### src/breaker_ctrl_pkg.sv
// Constants, encodings and setting defaults for the breaker command controller
package breaker_ctrl_pkg;

   // Timebase: one millisecond tick derived from the 50 MHz system clock
   localparam int CLK_PERIOD_NS        = 20;
   localparam int MS_NS                = 1000000;
   localparam int CYCLES_PER_MS_DEF    = MS_NS / CLK_PERIOD_NS;

   // Fixed times in milliseconds
   localparam logic [15:0] MIN_PULSE_MS  = 16'h0064; // 100 ms least command pulse
   localparam logic [15:0] OPER_PULSE_MS = 16'h0096; // 150 ms operation indication

   // Setting defaults in milliseconds, for the party that drives the settings
   localparam logic [15:0] OPER_TIME_DEF     = 16'h00C8; // 200
   localparam logic [15:0] PULSE_TIME_DEF    = 16'h012C; // 300
   localparam logic [15:0] INTERM_TIME_DEF   = 16'h0064; // 100
   localparam logic [15:0] SYNC_WAIT_DEF     = 16'h03E8; // 1000
   localparam logic [15:0] SYNC_SWITCH_DEF   = 16'h0000; // 0
   localparam logic [15:0] SELECT_TIME_DEF   = 16'h1388; // 5000

   // Control model encodings and reset values of the latched configuration
   localparam logic [1:0] MODEL_DIRECT_NORMAL = 2'h0;
   localparam logic [1:0] MODEL_DIRECT_ENH    = 2'h1;
   localparam logic [1:0] MODEL_SBO_ENH       = 2'h2;
   localparam logic [1:0] MODEL_RESET         = MODEL_DIRECT_NORMAL;
   localparam logic       FORCED_CHECK_RESET  = 1'b1;

   // Width of the operation counter
   localparam int         OP_COUNT_W          = 16;

   // Command sequencing states
   typedef enum logic [2:0] {
      ST_IDLE,
      ST_SELECTED,
      ST_SYNC_WAIT,
      ST_SYNC_SWITCH,
      ST_PULSE
   } cmd_state_e;

endpackage

### src/breaker_command_control.sv
// Breaker open/close command supervision with interlock, synchro and timing checks
// Contract
// - Accept local and remote commands, check, then drive
// - Present filtered breaker position to local and remote
// - Separate enables for local and remote acceptance
// - Open needs open permit, close needs close permit
// - User block condition suspends all command operation
// - Model select: direct normal, enhanced, SBO; reset normal
// - Forced check overrides request to skip checks
// - Enhanced models: no status change reports invalid position
// - Command pulses last the pulse time setting
// - Confirmed switching ends pulse early, not before 100ms
// - Invalid status past intermediate limit reports intermediate
// - Close waits for sync ok; on wait expiry starts synchro switch
// - Synchro switch wait expiry resets without command
// - Zero synchro switch limit never asserts start output
// - SBO selection without operate times out, nothing done
// - Every breaker operation gives a 150ms indication pulse
// - Uncommanded unexplained status change flags unintended operation
// - Process block input refuses all breaker operation
`timescale 1ns/1ps

module breaker_command_control
   import breaker_ctrl_pkg::*;
#(
   parameter int CYCLES_PER_MS = CYCLES_PER_MS_DEF
) (
   input  wire logic                  ref_clk,
   input  wire logic                  rst_n,
   input  wire logic                  config_load,
   input  wire logic [1:0]            control_model_select,
   input  wire logic                  forced_check,
   input  wire logic [15:0]           oper_time_ms,
   input  wire logic [15:0]           pulse_time_ms,
   input  wire logic [15:0]           interm_time_ms,
   input  wire logic [15:0]           sync_wait_timeout,
   input  wire logic [15:0]           sync_switch_timeout,
   input  wire logic [15:0]           select_timeout,
   input  wire logic                  local_enable,
   input  wire logic                  remote_enable,
   input  wire logic                  local_open_req,
   input  wire logic                  local_close_req,
   input  wire logic                  remote_select_req,
   input  wire logic                  remote_operate_req,
   input  wire logic                  remote_dir_close,
   input  wire logic                  remote_skip_check,
   input  wire logic                  open_permit,
   input  wire logic                  close_permit,
   input  wire logic                  user_block_in,
   input  wire logic                  process_block_in,
   input  wire logic                  sync_ok_in,
   input  wire logic                  sync_switch_impulse_in,
   input  wire logic                  open_status_in,
   input  wire logic                  closed_status_in,
   input  wire logic                  external_command_seen,
   output logic                       open_command_out,
   output logic                       close_command_out,
   output logic                       sync_switch_start,
   output logic                       operation_out,
   output logic                       operation_event_out,
   output logic [OP_COUNT_W-1:0]      operation_count,
   output logic                       unintended_operation_out,
   output logic                       opened_out,
   output logic                       closed_out,
   output logic                       intermediate_out,
   output logic                       invalid_position_out,
   output logic                       select_active_out,
   output logic                       cmd_refused_out
);

   // Registers
   cmd_state_e            state_reg, state_next;
   logic [15:0]           presc_reg;
   logic [15:0]           timer_ms_reg;
   logic [15:0]           interm_ms_reg;
   logic [15:0]           sup_ms_reg;
   logic [15:0]           oper_ms_reg;
   logic                  sup_active_reg;
   logic                  dir_close_reg;
   logic                  known_reg;
   logic [1:0]            model_reg;
   logic                  forced_reg;
   logic                  open_cmd_reg, close_cmd_reg, sw_start_reg, oper_reg, event_reg;
   logic [OP_COUNT_W-1:0] count_reg;
   logic                  unint_reg, opened_reg, closed_reg, interm_reg, invalid_reg;
   logic                  refused_reg, sel_reg;
   // Millisecond timebase
   wire ms_tick = (presc_reg == 16'(CYCLES_PER_MS - 1));
   // Status decoding: valid only with exactly one contact active
   wire status_valid = open_status_in ^ closed_status_in;
   wire pos_change   = status_valid && known_reg && (closed_status_in != closed_reg);
   // Command sources and the checks they pass
   wire blocked      = user_block_in | process_block_in;
   wire enhanced     = (model_reg == MODEL_DIRECT_ENH) || (model_reg == MODEL_SBO_ENH);
   wire sbo_mode     = (model_reg == MODEL_SBO_ENH);
   wire local_take   = local_enable & (local_open_req | local_close_req);
   wire remote_op    = remote_enable & remote_operate_req;
   wire remote_sel   = remote_enable & remote_select_req & sbo_mode;
   wire sel_match    = (state_reg == ST_SELECTED) && (remote_dir_close == dir_close_reg);
   wire remote_take  = remote_op && (!sbo_mode || sel_match);
   wire req_close    = local_take ? local_close_req : remote_dir_close;
   wire chk          = local_take | forced_reg | ~remote_skip_check;
   wire permit_ok    = !chk || (req_close ? close_permit : open_permit);
   wire cmd_ready    = (state_reg == ST_IDLE) || (state_reg == ST_SELECTED);
   wire take_any     = cmd_ready && !blocked && (local_take || remote_take);
   wire go_cmd       = take_any && permit_ok;
   wire go_open      = go_cmd && !req_close;
   wire refuse       = (cmd_ready && (local_take || remote_op) && !go_cmd) ||
                       (blocked && (local_take || remote_op || remote_sel));
   wire target_hit   = status_valid && (dir_close_reg ? closed_status_in : open_status_in);
   wire timer_at     = ms_tick;
   wire sync_need    = go_cmd && req_close && chk && !sync_ok_in;
   wire pulse_done   = ms_tick && (timer_ms_reg + 16'h0001 >= pulse_time_ms);
   wire early_done   = target_hit && (timer_ms_reg >= MIN_PULSE_MS);
   wire cmd_window   = (state_reg != ST_IDLE) || sup_active_reg;
   // Next state of the command sequencer
   always_comb begin
      state_next = state_reg;
      case (state_reg)
         ST_IDLE: begin
            if (remote_sel && !blocked) state_next = ST_SELECTED;
            else if (go_cmd) state_next = sync_need ? ST_SYNC_WAIT : ST_PULSE;
         end
         ST_SELECTED: begin
            if (blocked) state_next = ST_IDLE;
            else if (go_cmd) state_next = sync_need ? ST_SYNC_WAIT : ST_PULSE;
            else if (remote_op) state_next = ST_IDLE;          // Mismatched operate drops it
            else if (timer_at && timer_ms_reg + 16'h0001 >= select_timeout)
               state_next = ST_IDLE;
         end
         ST_SYNC_WAIT: begin
            if (blocked) state_next = ST_IDLE;
            else if (sync_ok_in) state_next = ST_PULSE;
            else if (timer_at && timer_ms_reg + 16'h0001 >= sync_wait_timeout)
               state_next = (sync_switch_timeout == 16'h0000) ? ST_IDLE : ST_SYNC_SWITCH;
         end
         ST_SYNC_SWITCH: begin
            if (blocked) state_next = ST_IDLE;
            else if (sync_switch_impulse_in) state_next = ST_PULSE;
            else if (timer_at && timer_ms_reg + 16'h0001 >= sync_switch_timeout)
               state_next = ST_IDLE;
         end
         ST_PULSE: begin
            if (blocked || pulse_done || early_done) state_next = ST_IDLE;
         end
         default: state_next = ST_IDLE;
      endcase
   end
   // Sequencer, timebase and per-state millisecond timer
   always_ff @(posedge ref_clk or negedge rst_n) begin
      if (!rst_n) begin
         state_reg    <= ST_IDLE;
         presc_reg    <= 16'h0000;
         timer_ms_reg <= 16'h0000;
      end else begin
         state_reg    <= state_next;
         presc_reg    <= ms_tick ? 16'h0000 : presc_reg + 16'h0001;
         if (state_next != state_reg) timer_ms_reg <= 16'h0000;
         else if (ms_tick && timer_ms_reg != 16'hFFFF) timer_ms_reg <= timer_ms_reg + 16'h0001;
      end
   end
   // Configuration latch; model and forced check hold their reset values until loaded
   always_ff @(posedge ref_clk or negedge rst_n) begin
      if (!rst_n) begin
         model_reg     <= MODEL_RESET;
         forced_reg    <= FORCED_CHECK_RESET;
         dir_close_reg <= 1'b0;
      end else begin
         if (config_load && state_reg == ST_IDLE) begin // Not mid command: avoids model swap
            model_reg  <= (control_model_select > MODEL_SBO_ENH) ? MODEL_RESET
                          : control_model_select;
            forced_reg <= forced_check;
         end
         if (state_reg == ST_IDLE && remote_sel && !blocked) dir_close_reg <= remote_dir_close;
         else if (go_cmd) dir_close_reg <= req_close;
      end
   end

   // Command outputs follow the sequencer state
   always_ff @(posedge ref_clk or negedge rst_n) begin
      if (!rst_n) begin
         open_cmd_reg  <= 1'b0;
         close_cmd_reg <= 1'b0;
         sw_start_reg  <= 1'b0;
         refused_reg   <= 1'b0;
         sel_reg       <= 1'b0;
      end else begin
         open_cmd_reg  <= (state_next == ST_PULSE) && !(go_cmd ? req_close : dir_close_reg);
         close_cmd_reg <= (state_next == ST_PULSE) && (go_cmd ? req_close : dir_close_reg);
         sw_start_reg  <= (state_next == ST_SYNC_SWITCH) && (sync_switch_timeout != 16'h0000);
         refused_reg   <= refuse;
         sel_reg       <= (state_next == ST_SELECTED);
      end
   end

   // Operating-time supervision in the enhanced models
   always_ff @(posedge ref_clk or negedge rst_n) begin
      if (!rst_n) begin
         sup_active_reg <= 1'b0;
         sup_ms_reg     <= 16'h0000;
         invalid_reg    <= 1'b0;
      end else begin
         invalid_reg <= 1'b0;
         if (state_reg != ST_PULSE && state_next == ST_PULSE && enhanced) begin
            sup_active_reg <= 1'b1;
            sup_ms_reg     <= 16'h0000;
         end else if (sup_active_reg) begin
            if (pos_change || target_hit) sup_active_reg <= 1'b0;
            else if (ms_tick) begin
               if (sup_ms_reg + 16'h0001 >= oper_time_ms) begin
                  sup_active_reg <= 1'b0;
                  invalid_reg    <= 1'b1;
               end
               sup_ms_reg <= sup_ms_reg + 16'h0001;
            end
         end
      end
   end

   // Filtered position, intermediate supervision and operation indication
   always_ff @(posedge ref_clk or negedge rst_n) begin
      if (!rst_n) begin
         known_reg     <= 1'b0;
         opened_reg    <= 1'b0;
         closed_reg    <= 1'b0;
         interm_reg    <= 1'b0;
         interm_ms_reg <= 16'h0000;
         oper_reg      <= 1'b0;
         oper_ms_reg   <= 16'h0000;
         event_reg     <= 1'b0;
         count_reg     <= '0;
         unint_reg     <= 1'b0;
      end else begin
         event_reg <= pos_change;
         if (status_valid) begin
            known_reg     <= 1'b1;
            opened_reg    <= open_status_in;
            closed_reg    <= closed_status_in;
            interm_reg    <= 1'b0;
            interm_ms_reg <= 16'h0000;
         end else if (ms_tick && !interm_reg) begin
            if (interm_ms_reg + 16'h0001 >= interm_time_ms) interm_reg <= 1'b1;
            interm_ms_reg <= interm_ms_reg + 16'h0001;
         end
         if (pos_change) begin
            count_reg   <= count_reg + 1'b1;
            oper_reg    <= 1'b1;
            oper_ms_reg <= 16'h0000;
         end else if (oper_reg && ms_tick) begin
            if (oper_ms_reg + 16'h0001 >= OPER_PULSE_MS) oper_reg <= 1'b0;
            oper_ms_reg <= oper_ms_reg + 16'h0001;
         end
         // Set wins over the clear that a newly accepted command gives
         if (pos_change && !cmd_window && !external_command_seen) unint_reg <= 1'b1;
         else if (go_cmd) unint_reg <= 1'b0;
      end
   end
   // All outputs straight from flip-flops
   assign open_command_out         = open_cmd_reg;
   assign close_command_out        = close_cmd_reg;
   assign sync_switch_start        = sw_start_reg;
   assign operation_out            = oper_reg;
   assign operation_event_out      = event_reg;
   assign operation_count          = count_reg;
   assign unintended_operation_out = unint_reg;
   assign opened_out               = opened_reg;
   assign closed_out               = closed_reg;
   assign intermediate_out         = interm_reg;
   assign invalid_position_out     = invalid_reg;
   assign select_active_out        = sel_reg;
   assign cmd_refused_out          = refused_reg;
endmodule // breaker_command_control

### config.mk
export PLATFORM = sky130hd
export DESIGN_NAME = breaker_command_control
export DESIGN_NICKNAME = d
export VERILOG_FILES = /design/src/breaker_ctrl_pkg.sv /design/src/breaker_command_control.sv
export SDC_FILE = /design/constraint.sdc
export NUM_CORES = 1
export LEC_CHECK = 0
export ABC_AREA = 1
export CAP_MARGIN = 40
export CORE_MARGIN = 2
export CORE_UTILIZATION = 38
export DETAILED_ROUTE_END_ITERATION = 6
export DONT_BUFFER_PORTS = 1
export GPL_ROUTABILITY_DRIVEN = 0
export PLACE_DENSITY = 0.59
export SYNTH_ARGS = -nofsm -noshare
export SYNTH_HDL_FRONTEND = slang
export SYNTH_SLANG_ARGS = --single-unit
### constraint.sdc
create_clock -name ref_clk -period 3.8 [get_ports ref_clk]
set_input_delay 0.76 -clock ref_clk [delete_from_list [all_inputs] [get_ports ref_clk]]
set_output_delay 0.76 -clock ref_clk [all_outputs]
set_load 0.1 [all_outputs]
* After elaboration in Yosys (flattened, before gate mapping)
Index checks and enable logic that the tools add are counted.
** Storage, ports and cells
- Bits in registers :: 117
- Bits in latches :: 0
- Memory bits (writable) :: 0
- Bits in read-only memories :: 0
- Input bits :: 119
- Output and inout bits :: 28
- Memories :: 0
** Operators by class
- Add/subtract/negate cells :: 6
- Multiply operators :: 0
- Divide/modulo/power cells :: 0
- Order comparisons :: 9
- Equal/unequal tests :: 16
- Shift-type cells :: 0
- Muxes and demuxes :: 51
- Bitwise gates (word level) :: 10
- Reduce and logical (&&, ||, !) cells :: 69
** Operator list (count)
- $mux 16 :: 11
- $add 16x1->16 const B :: 6
- $ge 16x16->1 :: 6
- $mux 3 :: 14
- $logic_and 1x1->1 :: 33
- $mux 1 :: 23
- $eq 16x16->1 const B :: 1
- $ge 16x7->1 const B :: 1
- $ge 16x8->1 const B :: 1
- $logic_not 16->1 :: 1
- $ne 16x16->1 const B :: 1
- $reduce_bool 16->1 :: 1
- $reduce_bool 2->1 :: 8
- $pmux 3 s5 :: 1
- $logic_or 1x1->1 :: 12
- $eq 3x2->1 const B :: 3
- $logic_not 1->1 :: 9
- $eq 3x1->1 const B :: 2
- $eq 3x3->1 const B :: 2
- $and 1x1->1 :: 4
- $mux 2 :: 2
- $or 1x1->1 :: 4
- $reduce_and 2->1 :: 2
- $logic_not 3->1 :: 1
- 12 further kinds :: 12

* Depth between registers and ports, before layout
- Depth in word-level cells :: 19
- Mapped depth :: 27
- Depth with buffers taken out :: 26

* Worst setup path before layout
Ideal clock, no wire load.
- Path kind :: reg-to-reg
- From :: register timer_ms_reg[0]
- To :: register sup_ms_reg[10]
- Library setup time :: 117 ps
- Data arrival time :: 3192 ps
- Required time :: 3683 ps
- Slack :: 492 ps
- Stages on the path, launching flop included :: 26
- Path buffers :: 1
- Cells stage by stage :: dfrtp_1 -> ha_1 -> nand3_1 -> nor4_2 -> nand3b_1 -> nor2_1 -> a21oi_1 -> nor2_1 -> ha_1 -> nand2_1 -> inv_1 -> o21ai_0 -> nand2_1 -> nor2_1 -> nand3_1 -> nand2_1 -> nand2_1 -> nand2_1 -> nand3_1 -> nand2_1 -> nand2_1 -> nor2_4 -> nor2_4 -> buf_2 -> nand2_1 -> nand2_1
** Between the ends
- Longest elaborated chain between the ends :: 13
** RTL lines
- start: declaration :: RTL line breaker_command_control.sv:74 : logic [15:0] timer_ms_reg;
- start signal: assignment :: RTL line breaker_command_control.sv:159 : else if (ms_tick && timer_ms_reg != 16'hFFFF) timer_ms_reg <= timer_ms_reg + 16'h0001;
- $add 16x1->16
- $ge 16x16->1 :: RTL line breaker_command_control.sv:128 : else if (timer_at && timer_ms_reg + 16'h0001 >= select_timeout)
- $logic_and 1x1->1 :: RTL line breaker_command_control.sv:128
- $mux 3 :: RTL line breaker_command_control.sv:128
- $mux 3 :: RTL line breaker_command_control.sv:127 : else if (remote_op) state_next = ST_IDLE;
- $mux 3 :: RTL line breaker_command_control.sv:126 : else if (go_cmd) state_next = sync_need ? ST_SYNC_WAIT : ST_PULSE;
- $mux 3 :: RTL line breaker_command_control.sv:125 : if (blocked) state_next = ST_IDLE;
- $pmux 3 s5 (*) :: RTL line breaker_command_control.sv:119 : case (state_reg)
- via state_next[2] :: RTL line breaker_command_control.sv:72 : cmd_state_e state_reg, state_next;
- $eq 3x3->1 (*) :: RTL line breaker_command_control.sv:204 : if (state_reg != ST_PULSE && state_next == ST_PULSE && enhanced) begin
- $logic_and 1x1->1 (*) (2 in series) :: RTL line breaker_command_control.sv:204
- $ne 2x2->1 (no line) / $reduce_bool 2->1 (equally long branches)
- $reduce_and 3->1 (no line)
- end signal: assignment :: RTL line breaker_command_control.sv:214 : sup_ms_reg <= sup_ms_reg + 16'h0001;
- end: declaration :: RTL line breaker_command_control.sv:76 : logic [15:0] sup_ms_reg;
Mark *: on every way through the listed nets, which the timed path passes. The rest lies on a longest branch.
A chain may end at the register's enable or synchronous reset.

* Worst setup path after layout
- From :: register timer_ms_reg[1]
- To :: register sup_ms_reg[6]
Same word-level chain as after synthesis.

==> flow_summary.toml <==
[outcome]
outcome = "completed"

[yosys]
synth-seq-area-share_pct = 32.5
synthesis.nets = 1433
ys_ff_latch = 117
synth_area_um2 = 9020
yosysMostFrequentCell = "sky130_fd_sc_hd__nand2_1"
yosysWarnings = 0
yosys_most_used_dff = "sky130_fd_sc_hd__dfrtp_1"
netlist_instances = 1209
yosys.area.top_type_share_pct = 32.2
post_synth.cell_area_avg_um2 = 7.46
synth-async-reset-ratio_pct = 100
synth_common_cells = "sky130_fd_sc_hd__nand2_1 (260), sky130_fd_sc_hd__inv_1 (250), sky130_fd_sc_hd__dfrtp_1 (116), sky130_fd_sc_hd__ha_1 (105), sky130_fd_sc_hd__nand3_1 (71)"
synth_top_cell_by_area = "sky130_fd_sc_hd__dfrtp_1"
netlist_top_cells_area = "sky130_fd_sc_hd__dfrtp_1 (32%), sky130_fd_sc_hd__ha_1 (15%), sky130_fd_sc_hd__nand2_1 (11%)"
post_synth_num_cell_types = 49
synth_edf_count = 0

[pwr]
power_report.internal_total_mw = 2.75
p_switching_mw = 1.46
totalPowerFinal_mw = 4.21
clock_power_share_pct = 40.4
power.density_cell_area_nw_per_um2 = 388
power.ir.vdd_worst_mv = 0.293
share_seq_of_total_power_pct = 34.4
sw_frac_of_total_pct = 34.7
comb_power_share_pct = 25.3
leakage_nw = 5.82

[floorplan]
rows = 56
num_io_pins = 147
chipHeight_um = 158
floorplan.die.width_um = 158
die_area_um2 = 25000
initial_utilization_pct = 38.5
core-area_um2 = 23400

[drt]
wire_length_on_met2_um = 10500
dr.first_iter.drc_count = 305
detail-route-antenna-nets = 0
drt_pre_antenna_iters = 5
m1WireLength_um = 9830
routed_via_density = 4.83
top_layer = "met4"
drt_drc_violations_left = 0
wl_met3_um = 743
post_drt_wl_per_cell_um = 13.5
routed_wl_um = 21400
route.vias.total = 7685

[timing]
worst_pin_slew_ns = 0.884
final_tns_setup_ns = 0
fmax_mhz = 276
worst_clock_skew_ns = 0.00789
final_hold_viol_count = 0
worst_slew_margin_rel_pct = 41.1
timing.final.setup_violations = 0
timing_max_transition_violations_final = 0
finalCriticalPeriod_ns = 3.62
min_period_over_period_pct = 95.2

[finish]
finish.utilization_pct = 46.4
diodes = 0
layout.nets = 1483
drive_gt1_share_pct = 11.3
fillCellCount = 2301
post_synthesis_to_final_layout_area_growth_pct = 20.4
finalNonFillerCells = 1591
fin_area_um2 = 10900

[setup_path]
path_class = "reg -> reg"
timing.critical_path.arrival_ns = 3.92
launching_element_type_of_the_critical_path = "register"
critPathRequiredTime_ns = 4.10
setup.worst_path.end_class = "register"
critPathMaxFanout = 16

[cts]
numClockSinks = 117
cts-buffers-inserted = 17
clock-root-buffer = "sky130_fd_sc_hd__clkbuf_16"
htree_num_levels = 4
tritoncts = "yes"
clk_pin_slew_ns = 0.05
postCtsHoldBufs = 0
clock_path_buffers = 2
clock_latency_on_the_worst_skew_pair_ns = 0.41

[job]
timing.max_cap.violations = 0

[placed_design]
place_inst = 1544
port_buffers = 0
dpl_cell_area_um2 = 9840
hpwl_um = 16200

[grt]
maximum_number_of_pins_on_one_net_before_global_route_repair = 118
wire_length_of_the_first_global_routing_pass_um = 34300
global_route.usage.total_pct = 17.1
grt_pass1_vias = 7336
grt-ovfl-total = 0
antenna_found_initial = 0

[worst_hold_path]
hold_removal_path_class = "in -> async"
cell type report:
cell class	instances	area (um^2)	share of cell area, %
inverter	254	956	8.80
timing repair buffer	44	636	5.85
multi-input combinational	825	5320	49.0
tap	319	399	3.68
clock buffer	23	468	4.31
sequential	117	2930	27.0
clock inverter	9	151	1.39
critical path, cell delays in order, from the launching register on:
cell and delay, ns:
sky130_fd_sc_hd__dfrtp_1 0.43, sky130_fd_sc_hd__ha_4 0.18, sky130_fd_sc_hd__nand3_4 0.09, sky130_fd_sc_hd__nor4_4 0.31, sky130_fd_sc_hd__nand3b_1 0.27, sky130_fd_sc_hd__nor2_4 0.21
sky130_fd_sc_hd__a21oi_2 0.08, sky130_fd_sc_hd__nor2_4 0.19, sky130_fd_sc_hd__ha_4 0.23, sky130_fd_sc_hd__nand2_1 0.05, sky130_fd_sc_hd__inv_1 0.06, sky130_fd_sc_hd__nand3_2 0.07
sky130_fd_sc_hd__a21oi_1 0.06, sky130_fd_sc_hd__nor2_2 0.14, sky130_fd_sc_hd__nand3_2 0.10, sky130_fd_sc_hd__nand2_1 0.07, sky130_fd_sc_hd__nand2_1 0.06, sky130_fd_sc_hd__nand2_1 0.06
sky130_fd_sc_hd__nand3_1 0.11, sky130_fd_sc_hd__nand2_2 0.13, sky130_fd_sc_hd__nand2_1 0.09, sky130_fd_sc_hd__nor2_4 0.18, sky130_fd_sc_hd__nor2_4 0.07, sky130_fd_sc_hd__buf_12 0.15
sky130_fd_sc_hd__nand2_1 0.05, sky130_fd_sc_hd__nand2_1 0.05
cell families (layout without fill, tap and decap cells):
kind of cell / Yosys count / in the layout / synth area share (%)
AND/OR/NAND/NOR: 505 / 506 / 26.0
buffers and inverters: 268 / 330 / 11.4
AO/OA/AOI/OAI: 147 / 147 / 8.98
flip-flops: 117 / 117 / 32.5
adder cells (fa/ha/maj): 105 / 105 / 14.6
XOR/XNOR: 66 / 66 / 6.41
multiplexers: 1 / 1 / 0.125
cells in the final DEF, fill, tap and decap left out, types with 3 or more instances in the layout:
cell / instances
sky130_fd_sc_hd__nand2_1: 254
sky130_fd_sc_hd__inv_1: 246
sky130_fd_sc_hd__dfrtp_1: 115
sky130_fd_sc_hd__ha_1: 102
sky130_fd_sc_hd__nand3_1: 65
sky130_fd_sc_hd__nor2_1: 60
sky130_fd_sc_hd__a21oi_1: 57
sky130_fd_sc_hd__xor2_1: 54
sky130_fd_sc_hd__o21ai_0: 49
sky130_fd_sc_hd__nor3_1: 28
sky130_fd_sc_hd__buf_4: 28
sky130_fd_sc_hd__nand4_1: 23
sky130_fd_sc_hd__o22ai_1: 19
sky130_fd_sc_hd__clkbuf_16: 17
sky130_fd_sc_hd__buf_16: 14
sky130_fd_sc_hd__xnor2_1: 9
sky130_fd_sc_hd__nor4_1: 9
sky130_fd_sc_hd__nand3b_1: 8
sky130_fd_sc_hd__nor2_4: 8
sky130_fd_sc_hd__nor2_2: 8
sky130_fd_sc_hd__nand3_2: 7
sky130_fd_sc_hd__nor3_2: 7
sky130_fd_sc_hd__inv_2: 7
sky130_fd_sc_hd__nand2_2: 4
sky130_fd_sc_hd__nor4_4: 4
sky130_fd_sc_hd__nor3_4: 4
sky130_fd_sc_hd__nor3b_1: 4
sky130_fd_sc_hd__bufinv_16: 4
sky130_fd_sc_hd__clkbuf_1: 4
sky130_fd_sc_hd__a21o_1: 3
sky130_fd_sc_hd__nand3_4: 3
sky130_fd_sc_hd__xor2_2: 3
sky130_fd_sc_hd__nand2_4: 3
sky130_fd_sc_hd__ha_4: 3
sky130_fd_sc_hd__clkinv_2: 3
through the flow:
step,setup slack (ns),hold WS [ns]
4_1_cts,0.00422,0.0338
2_1_floorplan,0.492,0.425
3_3_place_gp,-0.0254,0.451
6_report,0.181,0.0449
3_5_place_dp,-0.135,0.446
5_1_grt,-0.118,0.0234
final timing paths:
check,startpoint,end,slack (ns),cells after the start
worst max-delay path,timer_ms_reg[1]$_DFFE_PN0P_,sup_ms_reg[6]$_DFFE_PN0P_,0.18,25
worst min-delay path,rst_n,operation_count[0]$_DFFE_PN0P_,0.04,0
worst max register to register,timer_ms_reg[1]$_DFFE_PN0P_,sup_ms_reg[6]$_DFFE_PN0P_,0.18,25
worst min register to register,presc_reg[0]$_DFF_PN0_,presc_reg[0]$_DFF_PN0_,0.47,1
max in group asynchronous,rst_n,forced_reg$_DFFE_PN1P_,3.55,0
min in group ref_clk,control_model_select[1],model_reg[0]$_DFFE_PN0P_,0.45,1
power by group through the flow:
stage / clock network [mW] / logic, mW / registers (mW)
finish: 1.70 / 1.06 / 1.45
global route: 1.79 / 1.14 / 1.46
CTS: 1.74 / 0.990 / 1.45
detailed placement: 0 / 0.966 / 1.47
global placement: 0 / 0.801 / 1.55
floorplan: 0 / 0.398 / 1.78
timing repair:
| item | 4_1_cts | 5_1_grt |
|---|---|---|
| cloned | 0 | 1 |
| setup endpoints to repair | 32 | 35 |
| pin swaps | 7 | 16 |
| setup buffers | 5 | 9 |
| hold endpoints to repair | 0 | 0 |
| resized for setup | 8 | 46 |
metal layers:
| metal | up-vias | track usage [%] |
|---|---|---|
| met5 | - | 0 |
| met2 | 138 | 29.5 |
| met1 | 3523 | 21.5 |
| met4 | 0 | 5.41 |
| li1 | 3989 | - |
| met3 | 35 | 3.28 |
Power figures use the tool's default switching activity.
